File: config.mk
export PLATFORM = sky130hd
export DESIGN_NAME = lpd_core
export DESIGN_NICKNAME = d
export VERILOG_FILES = /design/src/common/lpd_pkg.sv /design/src/core/lpd_core.sv
export SDC_FILE = /design/constraint.sdc
export NUM_CORES = 1
export LEC_CHECK = 0
export BUFFER_PORTS_ARGS = -buffer_cell sky130_fd_sc_hd__buf_2
export CAP_MARGIN = 10
export CORE_MARGIN = 3
export CORE_UTILIZATION = 54
export CTS_CLUSTER_DIAMETER = 60
export CTS_CLUSTER_SIZE = 25
export DETAILED_ROUTE_END_ITERATION = 16
export GPL_TIMING_DRIVEN = 1
export MAX_ROUTING_LAYER = met4
export PLACE_DENSITY = 0.71
export SYNTH_ARGS = -nofsm -noshare
export SYNTH_HDL_FRONTEND = slang
export SYNTH_SLANG_ARGS = --single-unit
File: constraint.sdc
create_clock -name clk_in -period 3.9 [get_ports clk_in]
set_input_delay 0.39 -clock clk_in [delete_from_list [all_inputs] [get_ports clk_in]]
set_output_delay 0.39 -clock clk_in [all_outputs]
set_load 0.02 [all_outputs]
File: src/common/lpd_pkg.sv
// Package: register map, field positions, reset values and timing counts of the LED dimmer
//
// How it works
// - primary_mode[7:5] read-only auto-increment bits, reset zero
// - primary_mode[4] low power, stops oscillator, resets one
// - oscillator needs 500 us after leaving low power
// - asleep: no LED control, register writes refused except to primary_mode
// - primary_mode[0] enables broadcast address, resets one
// - secondary_mode[5] picks dimming or blinking; reserved zero
// - secondary_mode[3] updates outputs on STOP or ACK
// - update point applies to registers 02h to 0Bh
// - watchdog enable and four selectable periods
// - eight 8-bit brightness registers drive 97 kHz PWM
// - duty is value over 256, linear
// - brightness acts only on states 10 and 11
// - dimming mode superimposes 190 Hz group PWM
// - group duty over 256, resets FFh, state 11
// - blinking uses period and duty registers
// - blink period is (value plus one) over 24 s
// - state field: off, on, PWM, PWM plus group
// - auto-increment advances pointer with option wrap
package lpd_pkg;
  // Clock rate
  localparam int CLK_HZ         = 100_000_000;
  // Register offsets
  localparam logic [4:0] REG_PRI_MODE  = 5'h00;
  localparam logic [4:0] REG_SEC_MODE  = 5'h01;
  localparam logic [4:0] REG_BRI_FIRST = 5'h02;
  localparam logic [4:0] REG_BRI_LAST  = 5'h09;
  localparam logic [4:0] REG_GRP_DUTY  = 5'h0a;
  localparam logic [4:0] REG_GRP_PER   = 5'h0b;
  localparam logic [4:0] REG_LAST      = 5'h11;
  // Field positions of primary_mode
  localparam int PRI_AI_LSB   = 5;
  localparam int PRI_SLEEP    = 4;
  localparam int PRI_SUBCALL_FIRST_ENABLE     = 3;
  localparam int PRI_SUBCALL_THIRD_ENABLE     = 1;
  localparam int PRI_BROADCAST_ADDRESS_ENABLE  = 0;
  // Field positions of secondary_mode
  localparam int SEC_GROUP_FUNCTION_SELECT   = 5;
  localparam int SEC_OCH      = 3;
  localparam int SEC_WDT_ON   = 2;
  // Reset values
  localparam logic [4:0] PRI_RST        = 5'h11;
  localparam logic [7:0] GRP_DUTY_RST   = 8'hff;
  localparam logic [1:0] WDT_PER_RST    = 2'h3;
  // Auto-increment option codes
  localparam logic [2:0] AI_ALL   = 3'h4;
  localparam logic [2:0] AI_BRI   = 3'h5;
  localparam logic [2:0] AI_GLOB  = 3'h6;
  localparam logic [2:0] AI_BOTH  = 3'h7;
  // Output state field codes
  localparam logic [1:0] ST_OFF   = 2'h0;
  localparam logic [1:0] ST_ON    = 2'h1;
  localparam logic [1:0] ST_IND   = 2'h2;
  localparam logic [1:0] ST_GRP   = 2'h3;
  // Times in their own units
  localparam int OSC_START_US   = 500;
  localparam int IND_FREQ_HZ    = 97_000;
  localparam int GRP_FREQ_HZ    = 190;
  localparam int BLINK_DIV      = 24;
  localparam int PWM_STEPS      = 256;
  localparam int WDT_UNIT_MS    = 1;
  // Cycle counts derived from the clock
  localparam int OSC_START_CYC  = OSC_START_US * (CLK_HZ / 1_000_000);
  localparam int IND_STEP_CYC   = CLK_HZ / (IND_FREQ_HZ * PWM_STEPS);
  localparam int GRP_STEP_CYC   = CLK_HZ / (GRP_FREQ_HZ * PWM_STEPS);
  localparam int BLINK_STEP_CYC = CLK_HZ / (BLINK_DIV * PWM_STEPS);
  localparam int WDT_UNIT_CYC   = WDT_UNIT_MS * (CLK_HZ / 1000);
  // Watchdog periods in ms units
  localparam logic [5:0] WDT_MS_0 = 6'd5;
  localparam logic [5:0] WDT_MS_1 = 6'd15;
  localparam logic [5:0] WDT_MS_2 = 6'd25;
  localparam logic [5:0] WDT_MS_3 = 6'd35;
  // Counter width for long prescalers
  localparam int CNT_W = 20;

  // Whole state of the core
  typedef struct packed {
    logic [4:0]      pri;       // sleep, subcall_first_enable..3, broadcast_address_enable
    logic            group_function_select;    // group function select
    logic            output_update_point;       // output update point
    logic            wdt_on;    // watchdog on
    logic [1:0]      wdt_per;   // watchdog interval
    logic [2:0]      ai;        // auto-increment mode
    logic [4:0]      ptr;       // register pointer
    logic [7:0][7:0] bri_stg;   // staged brightness
    logic [7:0]      gdu_stg;   // staged group duty
    logic [7:0]      gpr_stg;   // staged blink period
    logic [7:0][7:0] bri;       // live brightness
    logic [7:0]      gdu;       // live group duty
    logic [7:0]      gpr;       // live blink period
    logic [CNT_W-1:0] osc_cnt;  // oscillator start timer
    logic            osc_run;   // oscillator usable
    logic [CNT_W-1:0] ind_pre;  // individual step prescaler
    logic [7:0]      ind_ph;    // individual PWM phase
    logic [CNT_W-1:0] grp_pre;  // group step prescaler
    logic [7:0]      grp_ph;    // group PWM phase
    logic [CNT_W-1:0] blk_pre;  // blink step prescaler
    logic [7:0]      blk_sub;   // blink step divider
    logic [7:0]      blk_ph;    // blink phase
    logic [CNT_W-1:0] wdt_pre;  // watchdog ms prescaler
    logic [5:0]      wdt_ms;    // watchdog ms count
    logic            wdt_exp;   // watchdog expired flag
    logic [7:0]      led_on;    // LED drive levels
    logic [7:0]      rd_data;   // read data at pointer
  } lpd_state_type;
endpackage

File: src/core/lpd_core.sv
// Core: mode registers, brightness and group PWM, blinking and watchdog of the LED dimmer
`timescale 1ns/1ps
`default_nettype none
module lpd_core
  import lpd_pkg::*;
#(
  parameter int OSC_START = OSC_START_CYC,   // oscillator start delay, cycles
  parameter int GRP_STEP  = BLINK_STEP_CYC,  // unused; defaults to the blink step, the group phase uses GRP_STEP_CYC
  parameter int BLK_STEP  = BLINK_STEP_CYC,  // blink step, cycles
  parameter int WDT_UNIT  = WDT_UNIT_CYC     // watchdog ms unit, cycles
) (
  // Clock and reset
  input  wire logic        clk_in,
  input  wire logic        sys_rst_in,
  // Control byte from the bus front end
  input  wire logic        ctrl_wr_in,
  input  wire logic [7:0]  ctrl_data_in,
  // Data byte strobes from the bus front end
  input  wire logic        data_wr_in,
  input  wire logic [7:0]  data_in,
  input  wire logic        data_rd_in,
  // Bus events
  input  wire logic        ack_in,
  input  wire logic        stop_in,
  // Output state fields, two bits per LED
  input  wire logic [15:0] led_state_in,
  // Read path and pointer
  output logic [7:0]       rd_data_out,
  output logic [4:0]       reg_ptr_out,
  // Address enables for the front end
  output logic [2:0]       subcall_en_out,
  output logic             broadcast_address_enable_out,
  // Status
  output logic             osc_running_out,
  output logic             wdt_expired_out,
  // LED drive, high means sink current
  output logic [7:0]       led_on_out
);

  ////////////////////////////////////////////////////////////////////////////
  // State registers
  lpd_state_type st_ff;       // current state
  lpd_state_type nxt_st;      // next state

  ////////////////////////////////////////////////////////////////////////////
  // Helpers

  // Pointer advance after each data byte
  function automatic logic [4:0] next_ptr(input logic [4:0] p, input logic [2:0] ai);
    logic [4:0] n;
    n = p;
    case (ai)
      AI_ALL:  n = (p == REG_LAST) ? REG_PRI_MODE : p + 5'h01;
      AI_BRI:  n = (p == REG_BRI_LAST) ? REG_BRI_FIRST : p + 5'h01;
      AI_GLOB: n = (p == REG_GRP_PER) ? REG_GRP_DUTY : p + 5'h01;
      AI_BOTH: n = (p == REG_GRP_PER) ? REG_BRI_FIRST : p + 5'h01;
      default: n = p;
    endcase
    return n;
  endfunction

  // Register read mux; reserved bits read zero
  function automatic logic [7:0] read_reg(input lpd_state_type s);
    logic [7:0] d;
    d = 8'h00;
    if (s.ptr == REG_PRI_MODE) begin
      d = {s.ai, s.pri};
    end else if (s.ptr == REG_SEC_MODE) begin
      d = {2'h0, s.group_function_select, 1'b0, s.output_update_point, s.wdt_on, s.wdt_per};
    end else if (s.ptr >= REG_BRI_FIRST && s.ptr <= REG_BRI_LAST) begin
      d = s.bri_stg[3'(s.ptr - REG_BRI_FIRST)];
    end else if (s.ptr == REG_GRP_DUTY) begin
      d = s.gdu_stg;
    end else if (s.ptr == REG_GRP_PER) begin
      d = s.gpr_stg;
    end
    return d;
  endfunction

  ////////////////////////////////////////////////////////////////////////////
  // Next-state logic
  always_comb begin
    logic       asleep;     // low-power bit set
    logic       bus_act;    // any control, data write or data read strobe
    logic       grp_on;     // group signal on phase
    logic       ind_on;     // individual signal on phase
    logic [1:0] fld;        // one output state field
    logic [5:0] wdt_lim;    // selected watchdog period
    asleep  = 1'b0;
    bus_act = 1'b0;
    grp_on  = 1'b0;
    ind_on  = 1'b0;
    fld     = ST_OFF;
    wdt_lim = WDT_MS_3;
    nxt_st  = st_ff;
    asleep  = st_ff.pri[PRI_SLEEP];
    bus_act = ctrl_wr_in | data_wr_in | data_rd_in;

    // Control byte loads pointer and auto-increment mode
    if (ctrl_wr_in) begin
      nxt_st.ptr = ctrl_data_in[4:0];
      nxt_st.ai  = ctrl_data_in[7:5];
    end else if (data_wr_in || data_rd_in) begin
      nxt_st.ptr = next_ptr(st_ff.ptr, st_ff.ai);
    end

    // Data writes; while asleep only primary_mode is writable so software can wake
    if (data_wr_in && (!asleep || st_ff.ptr == REG_PRI_MODE)) begin
      if (st_ff.ptr == REG_PRI_MODE) begin
        nxt_st.pri = data_in[4:0];
      end else if (st_ff.ptr == REG_SEC_MODE) begin
        nxt_st.group_function_select  = data_in[SEC_GROUP_FUNCTION_SELECT];
        nxt_st.output_update_point     = data_in[SEC_OCH];
        nxt_st.wdt_on  = data_in[SEC_WDT_ON];
        nxt_st.wdt_per = data_in[1:0];
      end else if (st_ff.ptr >= REG_BRI_FIRST && st_ff.ptr <= REG_BRI_LAST) begin
        nxt_st.bri_stg[3'(st_ff.ptr - REG_BRI_FIRST)] = data_in;
      end else if (st_ff.ptr == REG_GRP_DUTY) begin
        nxt_st.gdu_stg = data_in;
      end else if (st_ff.ptr == REG_GRP_PER) begin
        nxt_st.gpr_stg = data_in;
      end
    end

    // Staged values reach the outputs at STOP, or at every ACK when selected
    if (stop_in || (st_ff.output_update_point && ack_in)) begin
      nxt_st.bri = nxt_st.bri_stg;
      nxt_st.gdu = nxt_st.gdu_stg;
      nxt_st.gpr = nxt_st.gpr_stg;
    end

    // Oscillator start timer; outputs are held off until it has run out
    if (asleep) begin
      nxt_st.osc_cnt = '0;
      nxt_st.osc_run = 1'b0;
    end else if (!st_ff.osc_run) begin
      if (st_ff.osc_cnt == CNT_W'(OSC_START - 1)) begin
        nxt_st.osc_run = 1'b1;
      end else begin
        nxt_st.osc_cnt = st_ff.osc_cnt + 1'b1;
      end
    end

    // Time bases run only with the oscillator
    if (st_ff.osc_run) begin
      // Individual 97 kHz PWM phase
      if (st_ff.ind_pre == CNT_W'(IND_STEP_CYC - 1)) begin
        nxt_st.ind_pre = '0;
        nxt_st.ind_ph  = st_ff.ind_ph + 8'h01;
      end else begin
        nxt_st.ind_pre = st_ff.ind_pre + 1'b1;
      end
      // Group 190 Hz dimming phase
      if (st_ff.grp_pre == CNT_W'(GRP_STEP_CYC - 1)) begin
        nxt_st.grp_pre = '0;
        nxt_st.grp_ph  = st_ff.grp_ph + 8'h01;
      end else begin
        nxt_st.grp_pre = st_ff.grp_pre + 1'b1;
      end
      // Blink phase: 256 steps each of (period + 1) base ticks
      if (st_ff.blk_pre == CNT_W'(BLK_STEP - 1)) begin
        nxt_st.blk_pre = '0;
        if (st_ff.blk_sub >= st_ff.gpr) begin
          nxt_st.blk_sub = 8'h00;
          nxt_st.blk_ph  = st_ff.blk_ph + 8'h01;
        end else begin
          nxt_st.blk_sub = st_ff.blk_sub + 8'h01;
        end
      end else begin
        nxt_st.blk_pre = st_ff.blk_pre + 1'b1;
      end
    end

    // Watchdog: bus silence longer than the selected period raises the flag
    case (st_ff.wdt_per)
      2'h0:    wdt_lim = WDT_MS_0;
      2'h1:    wdt_lim = WDT_MS_1;
      2'h2:    wdt_lim = WDT_MS_2;
      default: wdt_lim = WDT_MS_3;
    endcase
    if (!st_ff.wdt_on || bus_act) begin
      nxt_st.wdt_pre = '0;
      nxt_st.wdt_ms  = 6'h00;
    end else if (st_ff.wdt_pre == CNT_W'(WDT_UNIT - 1)) begin
      nxt_st.wdt_pre = '0;
      nxt_st.wdt_ms  = (st_ff.wdt_ms == wdt_lim) ? 6'h00 : st_ff.wdt_ms + 6'h01;
    end else begin
      nxt_st.wdt_pre = st_ff.wdt_pre + 1'b1;
    end
    // Expiry sets, any bus access clears; a bus access in the expiry cycle blocks the set
    if (bus_act) begin
      nxt_st.wdt_exp = 1'b0;
    end
    if (st_ff.wdt_on && !bus_act && st_ff.wdt_ms == wdt_lim
        && st_ff.wdt_pre == CNT_W'(WDT_UNIT - 1)) begin
      nxt_st.wdt_exp = 1'b1;
    end

    // Group signal: dimming PWM or blink pattern, same duty register
    if (st_ff.group_function_select) begin
      grp_on = st_ff.blk_ph < st_ff.gdu;
    end else begin
      grp_on = st_ff.grp_ph < st_ff.gdu;
    end

    // Per-output drive decision
    for (int i = 0; i < 8; i++) begin
      fld    = led_state_in[2*i +: 2];
      ind_on = st_ff.ind_ph < st_ff.bri[i];
      case (fld)
        ST_OFF:  nxt_st.led_on[i] = 1'b0;
        ST_ON:   nxt_st.led_on[i] = 1'b1;
        ST_IND:  nxt_st.led_on[i] = ind_on;
        ST_GRP:  nxt_st.led_on[i] = ind_on & grp_on;
        default: nxt_st.led_on[i] = 1'b0;
      endcase
      // No LED control without a running oscillator
      if (!st_ff.osc_run) begin
        nxt_st.led_on[i] = 1'b0;
      end
    end

    // Read data is taken from the next state, so it matches the pointer in the same cycle
    nxt_st.rd_data = read_reg(nxt_st);
  end

  ////////////////////////////////////////////////////////////////////////////
  // State register with synchronous reset
  always_ff @(posedge clk_in) begin
    if (sys_rst_in) begin
      st_ff         <= '0;
      st_ff.pri     <= PRI_RST;        // asleep, broadcast enabled
      st_ff.wdt_per <= WDT_PER_RST;
      st_ff.gdu_stg <= GRP_DUTY_RST;
      st_ff.gdu     <= GRP_DUTY_RST;
      st_ff.rd_data <= {3'h0, PRI_RST};
    end else begin
      st_ff <= nxt_st;
    end
  end

  ////////////////////////////////////////////////////////////////////////////
  // Outputs, all straight from the state register
  assign rd_data_out                  = st_ff.rd_data;
  assign reg_ptr_out                  = st_ff.ptr;
  assign subcall_en_out               = st_ff.pri[PRI_SUBCALL_FIRST_ENABLE:PRI_SUBCALL_THIRD_ENABLE];
  assign broadcast_address_enable_out = st_ff.pri[PRI_BROADCAST_ADDRESS_ENABLE];
  assign osc_running_out              = st_ff.osc_run;
  assign wdt_expired_out              = st_ff.wdt_exp;
  assign led_on_out                   = st_ff.led_on;

endmodule
`default_nettype wire

Word level (Yosys, flattened, before mapping)
Index checks and enable logic that the tools add are counted.
{ "classes": {"n_reduce_logical": 36, "mux": 49, "addsub": 13, "n_bitwise": 12, "n_eq_ne": 44, "order_cmp": 18} }
{ "op_table": {"columns": ["op", "n"], "rows": [
  ["$mux 80", 3],
  ["$add 20x1->20 const B", 5],
  ["$mux 8", 11],
  ["$lt 8x8->1", 10],
  ["$bwmux 64", 1],
  ["$mux 64", 1],
  ["$mux 20", 3],
  ["$mux 5", 9],
  ["$eq 2x2->1 const B", 17],
  ["$add 8x1->8 const B", 4],
  ["$pmux 1 s4", 8],
  ["$eq 5x4->1 const B", 5],
  ["$bmux 8 s3", 1],
  ["$demux 8 s3", 1],
  ["$eq 20x12->1 const B", 1],
  ["$eq 20x14->1 const B", 1],
  ["$eq 20x16->1 const B", 1],
  ["$eq 20x17->1 const B", 1],
  ["$eq 20x2->1 const B", 1],
  ["$pmux 5 s4", 1],
  ["$eq 2x1->1 const B", 9],
  ["$logic_not 2->1", 9],
  ["$pmux 6 s3", 1],
  ["$mux 16", 1],
  ["28 further kinds", 67]
]} }
{ "word_totals": {"out_inout_bits": 27, "elab_cells": 213, "regBits": 334, "in_bits": 39} }

Depth between registers and ports, before layout
{ "depth": {"depth_word": 15, "mapped_depth": 16, "depth_no_buf": 14} }

Worst setup path before layout
Ideal clock, no wire load.
{ "synth_path": {"kind": "reg2reg", "from": "reg st_ff (netlist bit reg_ptr_out[1])", "to": "reg st_ff (netlist bit rd_data_out[2])", "t_arrival_ns": 3.412, "synth_period_minus_slack_ns": 3.529, "setup_slack_ns": 0.371, "stages_incl_launch_ff": 17, "path_buffers": 2, "setup_ns": 0.116, "t_required_ns": 3.784, "path_cell_list": "dfxtp_1 inv_1 ha_1 nor3b_1 and3_1 o31a_1 or2_1 buf_6 clkinv_8 ha_1 clkbuf_1 nor3_1 o211ai_1 o32ai_1 a21o_1 a2bb2o_1 o211a_1"} }
{ "synth_via": {"elab_chain_len": 15, "elab_cells_between_ends": 53, "classes_between": "add/sub (3); order compare (6); eq/ne (8); mux (29); reduce/logical (7)"} }
{ "synth_rtl": {"columns": ["item", "line", "text"], "rows": [
  ["from (decl)", "lpd_core.sv:42", "lpd_state_type st_ff;"],
  ["from (signal assigned)", "lpd_core.sv:238", "st_ff <= nxt_st;"],
  ["$sub 3x2->3", "lpd_core.sv:117", "nxt_st.bri_stg[3'(st_ff.ptr - REG_BRI_FIRST)] = data_in;"],
  ["$lt 3x4->1 (not written as such) / $ge 3x1->1 (equally long branches)", "lpd_core.sv:117", null],
  ["$logic_and 1x1->1 (not written as such)", "lpd_core.sv:117", null],
  ["$mux 8 (not written as such)", "lpd_core.sv:117", null],
  ["$demux 8 s3", "lpd_core.sv:117", null],
  ["$bwmux 64", "lpd_core.sv:117", null],
  ["$mux 64", "lpd_core.sv:116", "end else if (st_ff.ptr >= REG_BRI_FIRST && st_ff.ptr <= REG_BRI_LAST) begin"],
  ["$mux 80", "lpd_core.sv:111", "end else if (st_ff.ptr == REG_SEC_MODE) begin"],
  ["$mux 80", "lpd_core.sv:109", "if (st_ff.ptr == REG_PRI_MODE) begin"],
  ["$mux 80", "lpd_core.sv:108", "if (data_wr_in && (!asleep || st_ff.ptr == REG_PRI_MODE)) begin"],
  ["$bmux 8 s3", "lpd_core.sv:71", "d = s.bri_stg[3'(s.ptr - REG_BRI_FIRST)];"],
  ["$mux 8 (not written as such)", "lpd_core.sv:71", null],
  ["$mux 8", "lpd_core.sv:70", "end else if (s.ptr >= REG_BRI_FIRST && s.ptr <= REG_BRI_LAST) begin"],
  ["$mux 8", "lpd_core.sv:68", "end else if (s.ptr == REG_SEC_MODE) begin"],
  ["$mux 8 (*)", "lpd_core.sv:66", "if (s.ptr == REG_PRI_MODE) begin"]
]} }
Every way passes the cells marked *; elsewhere a longest branch is shown, timed or not. The select of a mux whose other input is x is not followed.
A chain may end at the register's enable or synchronous reset.

Final worst setup path
{ "layout_path": {"from": "reg st_ff (netlist bit reg_ptr_out[1])", "to": "reg st_ff (netlist bit rd_data_out[4])"} }
The elaborated chain is that of the path after synthesis.

==> impl_results.rst <==
.. list-table::
   :header-rows: 1

   * - Metric
     - Value
   * - Outcome
     - complete, no violations
   * - WP data required
     - 4.32 ns
   * - Number of global-route vias before repair
     - 13000
   * - Biggest cell delay along the critical path
     - 0.51 ns
   * - Cell repeated most along the worst path
     - ha_1
   * - Post-synthesis net count
     - 2132
   * - Ys flop type
     - dfxtp_1
   * - Worst-path cell with the longest stage delay
     - or3_1
   * - Number of flip-flops and latches in the synthesized netlist
     - 334
   * - Max-cap violations
     - 0
   * - Proportion of netlist area held by the largest area contributor
     - 39.8%
   * - CP Buf/Inv Count
     - 2
   * - Hold Fails Final Rpt
     - 0
   * - Most area-hungry cell type in the Yosys netlist
     - dfxtp_1
   * - Max frequency
     - 276 MHz
   * - Rows
     - 63
   * - Number of antenna violations at the first check in global routing
     - 0
   * - First-pass GRT wire length
     - 66700 um
   * - TritonCTS Sinks
     - 334
   * - Clock tree root buffer cell
     - clkbuf_16
   * - Total routing resource utilization after global routing
     - 24.7%
   * - Final core utilization
     - 60.6%
   * - Most repeated cell in the gate-level netlist after synthesis
     - nor2_1
   * - TritonCTS clock tree
     - yes
   * - Clk Latency, worst-skew pair
     - 0.56 ns
   * - First-iteration detailed-routing DRC count
     - 1009
   * - Setup Viol. Count Final
     - 0
   * - Async set-or-reset flop fraction in the synthesized netlist
     - 0%
   * - Post-synthesis instance total
     - 1994
   * - Number of buffers inserted for hold repair after clock tree synthesis
     - 0
   * - Setup clock skew after layout
     - 0.0162 ns
   * - Placeable Area
     - 0.0302 mm^2
   * - CTS buffer count
     - 27
   * - Sort of element at the end of the critical path
     - flip-flop
   * - Number of nets at the end of the flow
     - 2139
   * - Number of ports placed on the die boundary
     - 66
   * - Largest net degree at the start of global routing
     - 79
   * - Power Dens Cells
     - 385 mW/mm^2
   * - Die extent in x
     - 182 um
   * - Startpoint type of the worst setup path
     - flip-flop
   * - Worst max-slew margin expressed relative to the limit
     - 31.8%
   * - Overflow after GRT
     - 0
   * - Routed via count
     - 13800
   * - Average vias per placed instance
     - 5.73
   * - Starting density of the core
     - 55.7%
   * - Number of nets with antenna violations after routing
     - 0
   * - Post-CTS clock slew at the launch and capture registers of the worst setup and hold paths
     - 0.09 ns
   * - CP Data Arrival Time
     - 4.04 ns
   * - Post-synthesis cell area
     - 0.0168 mm^2
   * - Final weighted congestion in routability-driven placement
     - 0.974
   * - Final worst path period need
     - 3.62 ns
   * - Max-slew violation total from the final report
     - 0
   * - Part of the cycle the worst path needs
     - 92.8%
   * - Seq/Total Area, Yosys
     - 39.8%
   * - Die area
     - 0.0333 mm^2
   * - Leakage component of the power
     - 0.00763 uW
   * - Setup TNS
     - 0 ns
   * - Routed wire per std cell
     - 16.9 um
   * - Drt total wl
     - 40600 um
   * - Crit path kind
     - flip-flop to flip-flop
   * - Fraction of final layout cells with drive strength greater than 1
     - 9.00%
   * - Count of unresolved DRC violations after routing
     - 0
   * - Maximum fanout count along the critical path
     - 10
   * - Number of levels in the clock H-tree
     - 1
   * - ANT cells
     - 0
   * - Most common library cells after synthesis
     - 356 x nor2_1, 334 x dfxtp_1, 131 x nand2_1, 103 x inv_1, 99 x ha_1
   * - Crit path max-delay family
     - compound AO/OA/AOI/OAI gates
   * - Maximum vdd ir drop
     - 313 uV
   * - Buffers on Ports
     - 65
   * - Die Y
     - 182 um
   * - Measured slew at the worst slew-check pin
     - 1.02 ns
   * - Dominant cells by area after synthesis
     - dfxtp_1 40%, nor2_1 8.0%, ha_1 7.4%, xor2_1 4.1%, mux2i_1 4.1%
   * - Final HPWL from detailed placement
     - 29400 um
   * - Yosys synthesis warning count
     - 0
   * - Classification of the worst-slack hold path
     - input port to flip-flop
   * - Fill cell count
     - 2713
   * - Total iterations of the first detailed-routing run
     - 5
   * - RSZ-0062 raised after global routing
     - false
   * - Post-synth EDFFs
     - 0
   * - Cell variety after synth
     - 81
   * - Synthesis-to-finish area growth
     - 8.93%
   * - Syn Area/Cell
     - 8.43 um^2
   * - Maximum number of buffers from clock root to sink
     - 3
   * - Cells along the critical path
     - inv_1, ha_1, nor3b_2, a211oi_1, o31a_1, or2_1, clkinv_8, ha_1, or3_1, a2111oi_1, nor4_1, o211ai_1, a32oi_1
logic make-up after synthesis:
group / after synthesis / synth area share, %
simple gates: 786 / 21.8
compound gates: 363 / 14.9
flops: 334 / 39.8
buf+inv: 228 / 5.98
xor+xnor: 111 / 5.79
fa+ha+maj: 99 / 7.37
mux: 73 / 4.39
report_power, final:
group	leakage, uW	internal, uW	total (uW)	switching [uW]
combinational	0.00444	235	637	401
clock	0.000474	1460	2910	1450
sequential	0.00271	3460	3500	41.9
final cells by class:
cell class	instances	area, um^2	area share, %
inverter	106	410	2.24
timing repair buffer	100	619	3.38
clock inverter	22	282	1.54
clock buffer	28	689	3.77
tap	390	488	2.67
multi-input combinational	1432	9130	49.9
sequential	334	6690	36.5
through the flow:
| stage | area [um^2] | hold WS, ns | cells | total power, uW | worst slack, ns |
|---|---|---|---|---|---|
| after floorplan | 16800 | 0.437 | 1994 | 4040 | 0.371 |
| after global placement | 17300 | 0.454 | 2362 | 4200 | 0.259 |
| after detailed placement | 17300 | 0.469 | 2362 | 4210 | 0.176 |
| after CTS | 18300 | 0.0478 | 2412 | 7130 | 0.150 |
| after global routing | 18300 | 0.0642 | 2412 | 7340 | 0.0616 |
| final | 18300 | 0.0746 | 2412 | 7060 | 0.282 |
state kept, by name, summed over array words and instances (netlist names):
register / flops
broadcast_address_enable_out: 1
led_on_out: 8
osc_running_out: 1
rd_data_out: 8
reg_ptr_out: 5
st_ff: 307
subcall_en_out: 3
wdt_expired_out: 1
worst paths after layout:
kind | start | endpoint | slack, ns | cells past startpoint
worst min register to register | st_ff[23]$_SDFF_PP0_ | st_ff[23]$_SDFF_PP0_ | 0.48 | 1
worst max register to register | reg_ptr_out[1]$_SDFF_PP0_ | rd_data_out[4]$_SDFF_PP1_ | 0.28 | 13
worst min-delay path | led_state_in[10] | led_on_out[5]$_SDFF_PP0_ | 0.07 | 3
worst max-delay path | reg_ptr_out[1]$_SDFF_PP0_ | rd_data_out[4]$_SDFF_PP1_ | 0.28 | 13
worst register-to-register path: cells and delay by family, from the launching register on:
family | cells | cell delay [ns]
DFF | 1 | 0.43
and+or+nand+nor | 4 | 1.04
AOI/OAI and AO/OA | 5 | 1.22
adders and majority gates | 2 | 0.58
buffers and inverters | 2 | 0.21
layout by cell type, fill, tap and decap left out, drive strengths merged, types with 20 or more instances in the layout:
master / instances
ha: 99
nand3: 58
nand4: 32
o21ai: 51
nor2: 356
xor2: 78
nand2b: 20
a211oi: 81
inv: 114
nand2: 132
xnor2: 33
a21o: 32
and3: 37
dfxtp: 334
nor3: 37
mux2i: 68
a21oi: 86
buf: 100
clkbuf: 28
what timing repair did:
| item | in CTS | in global routing |
|---|---|---|
| setup buffers | 0 | 0 |
| setup endpoints to repair | 0 | 6 |
| endpoints found under the hold margin | 0 | 0 |
| gates resized for setup | 0 | 4 |
routing by layer:
layer / vias up / routed length (um) / GRT usage [%]
met1: 6457 / 19500 / 35.5
li1: 6935 / - / -
met4: 0 / 846 / 4.94
met3: 61 / 2500 / 3.49
met5: - / 0 / -
met2: 361 / 17800 / 37.5
Note: power is estimated with default switching activity, not from simulation.
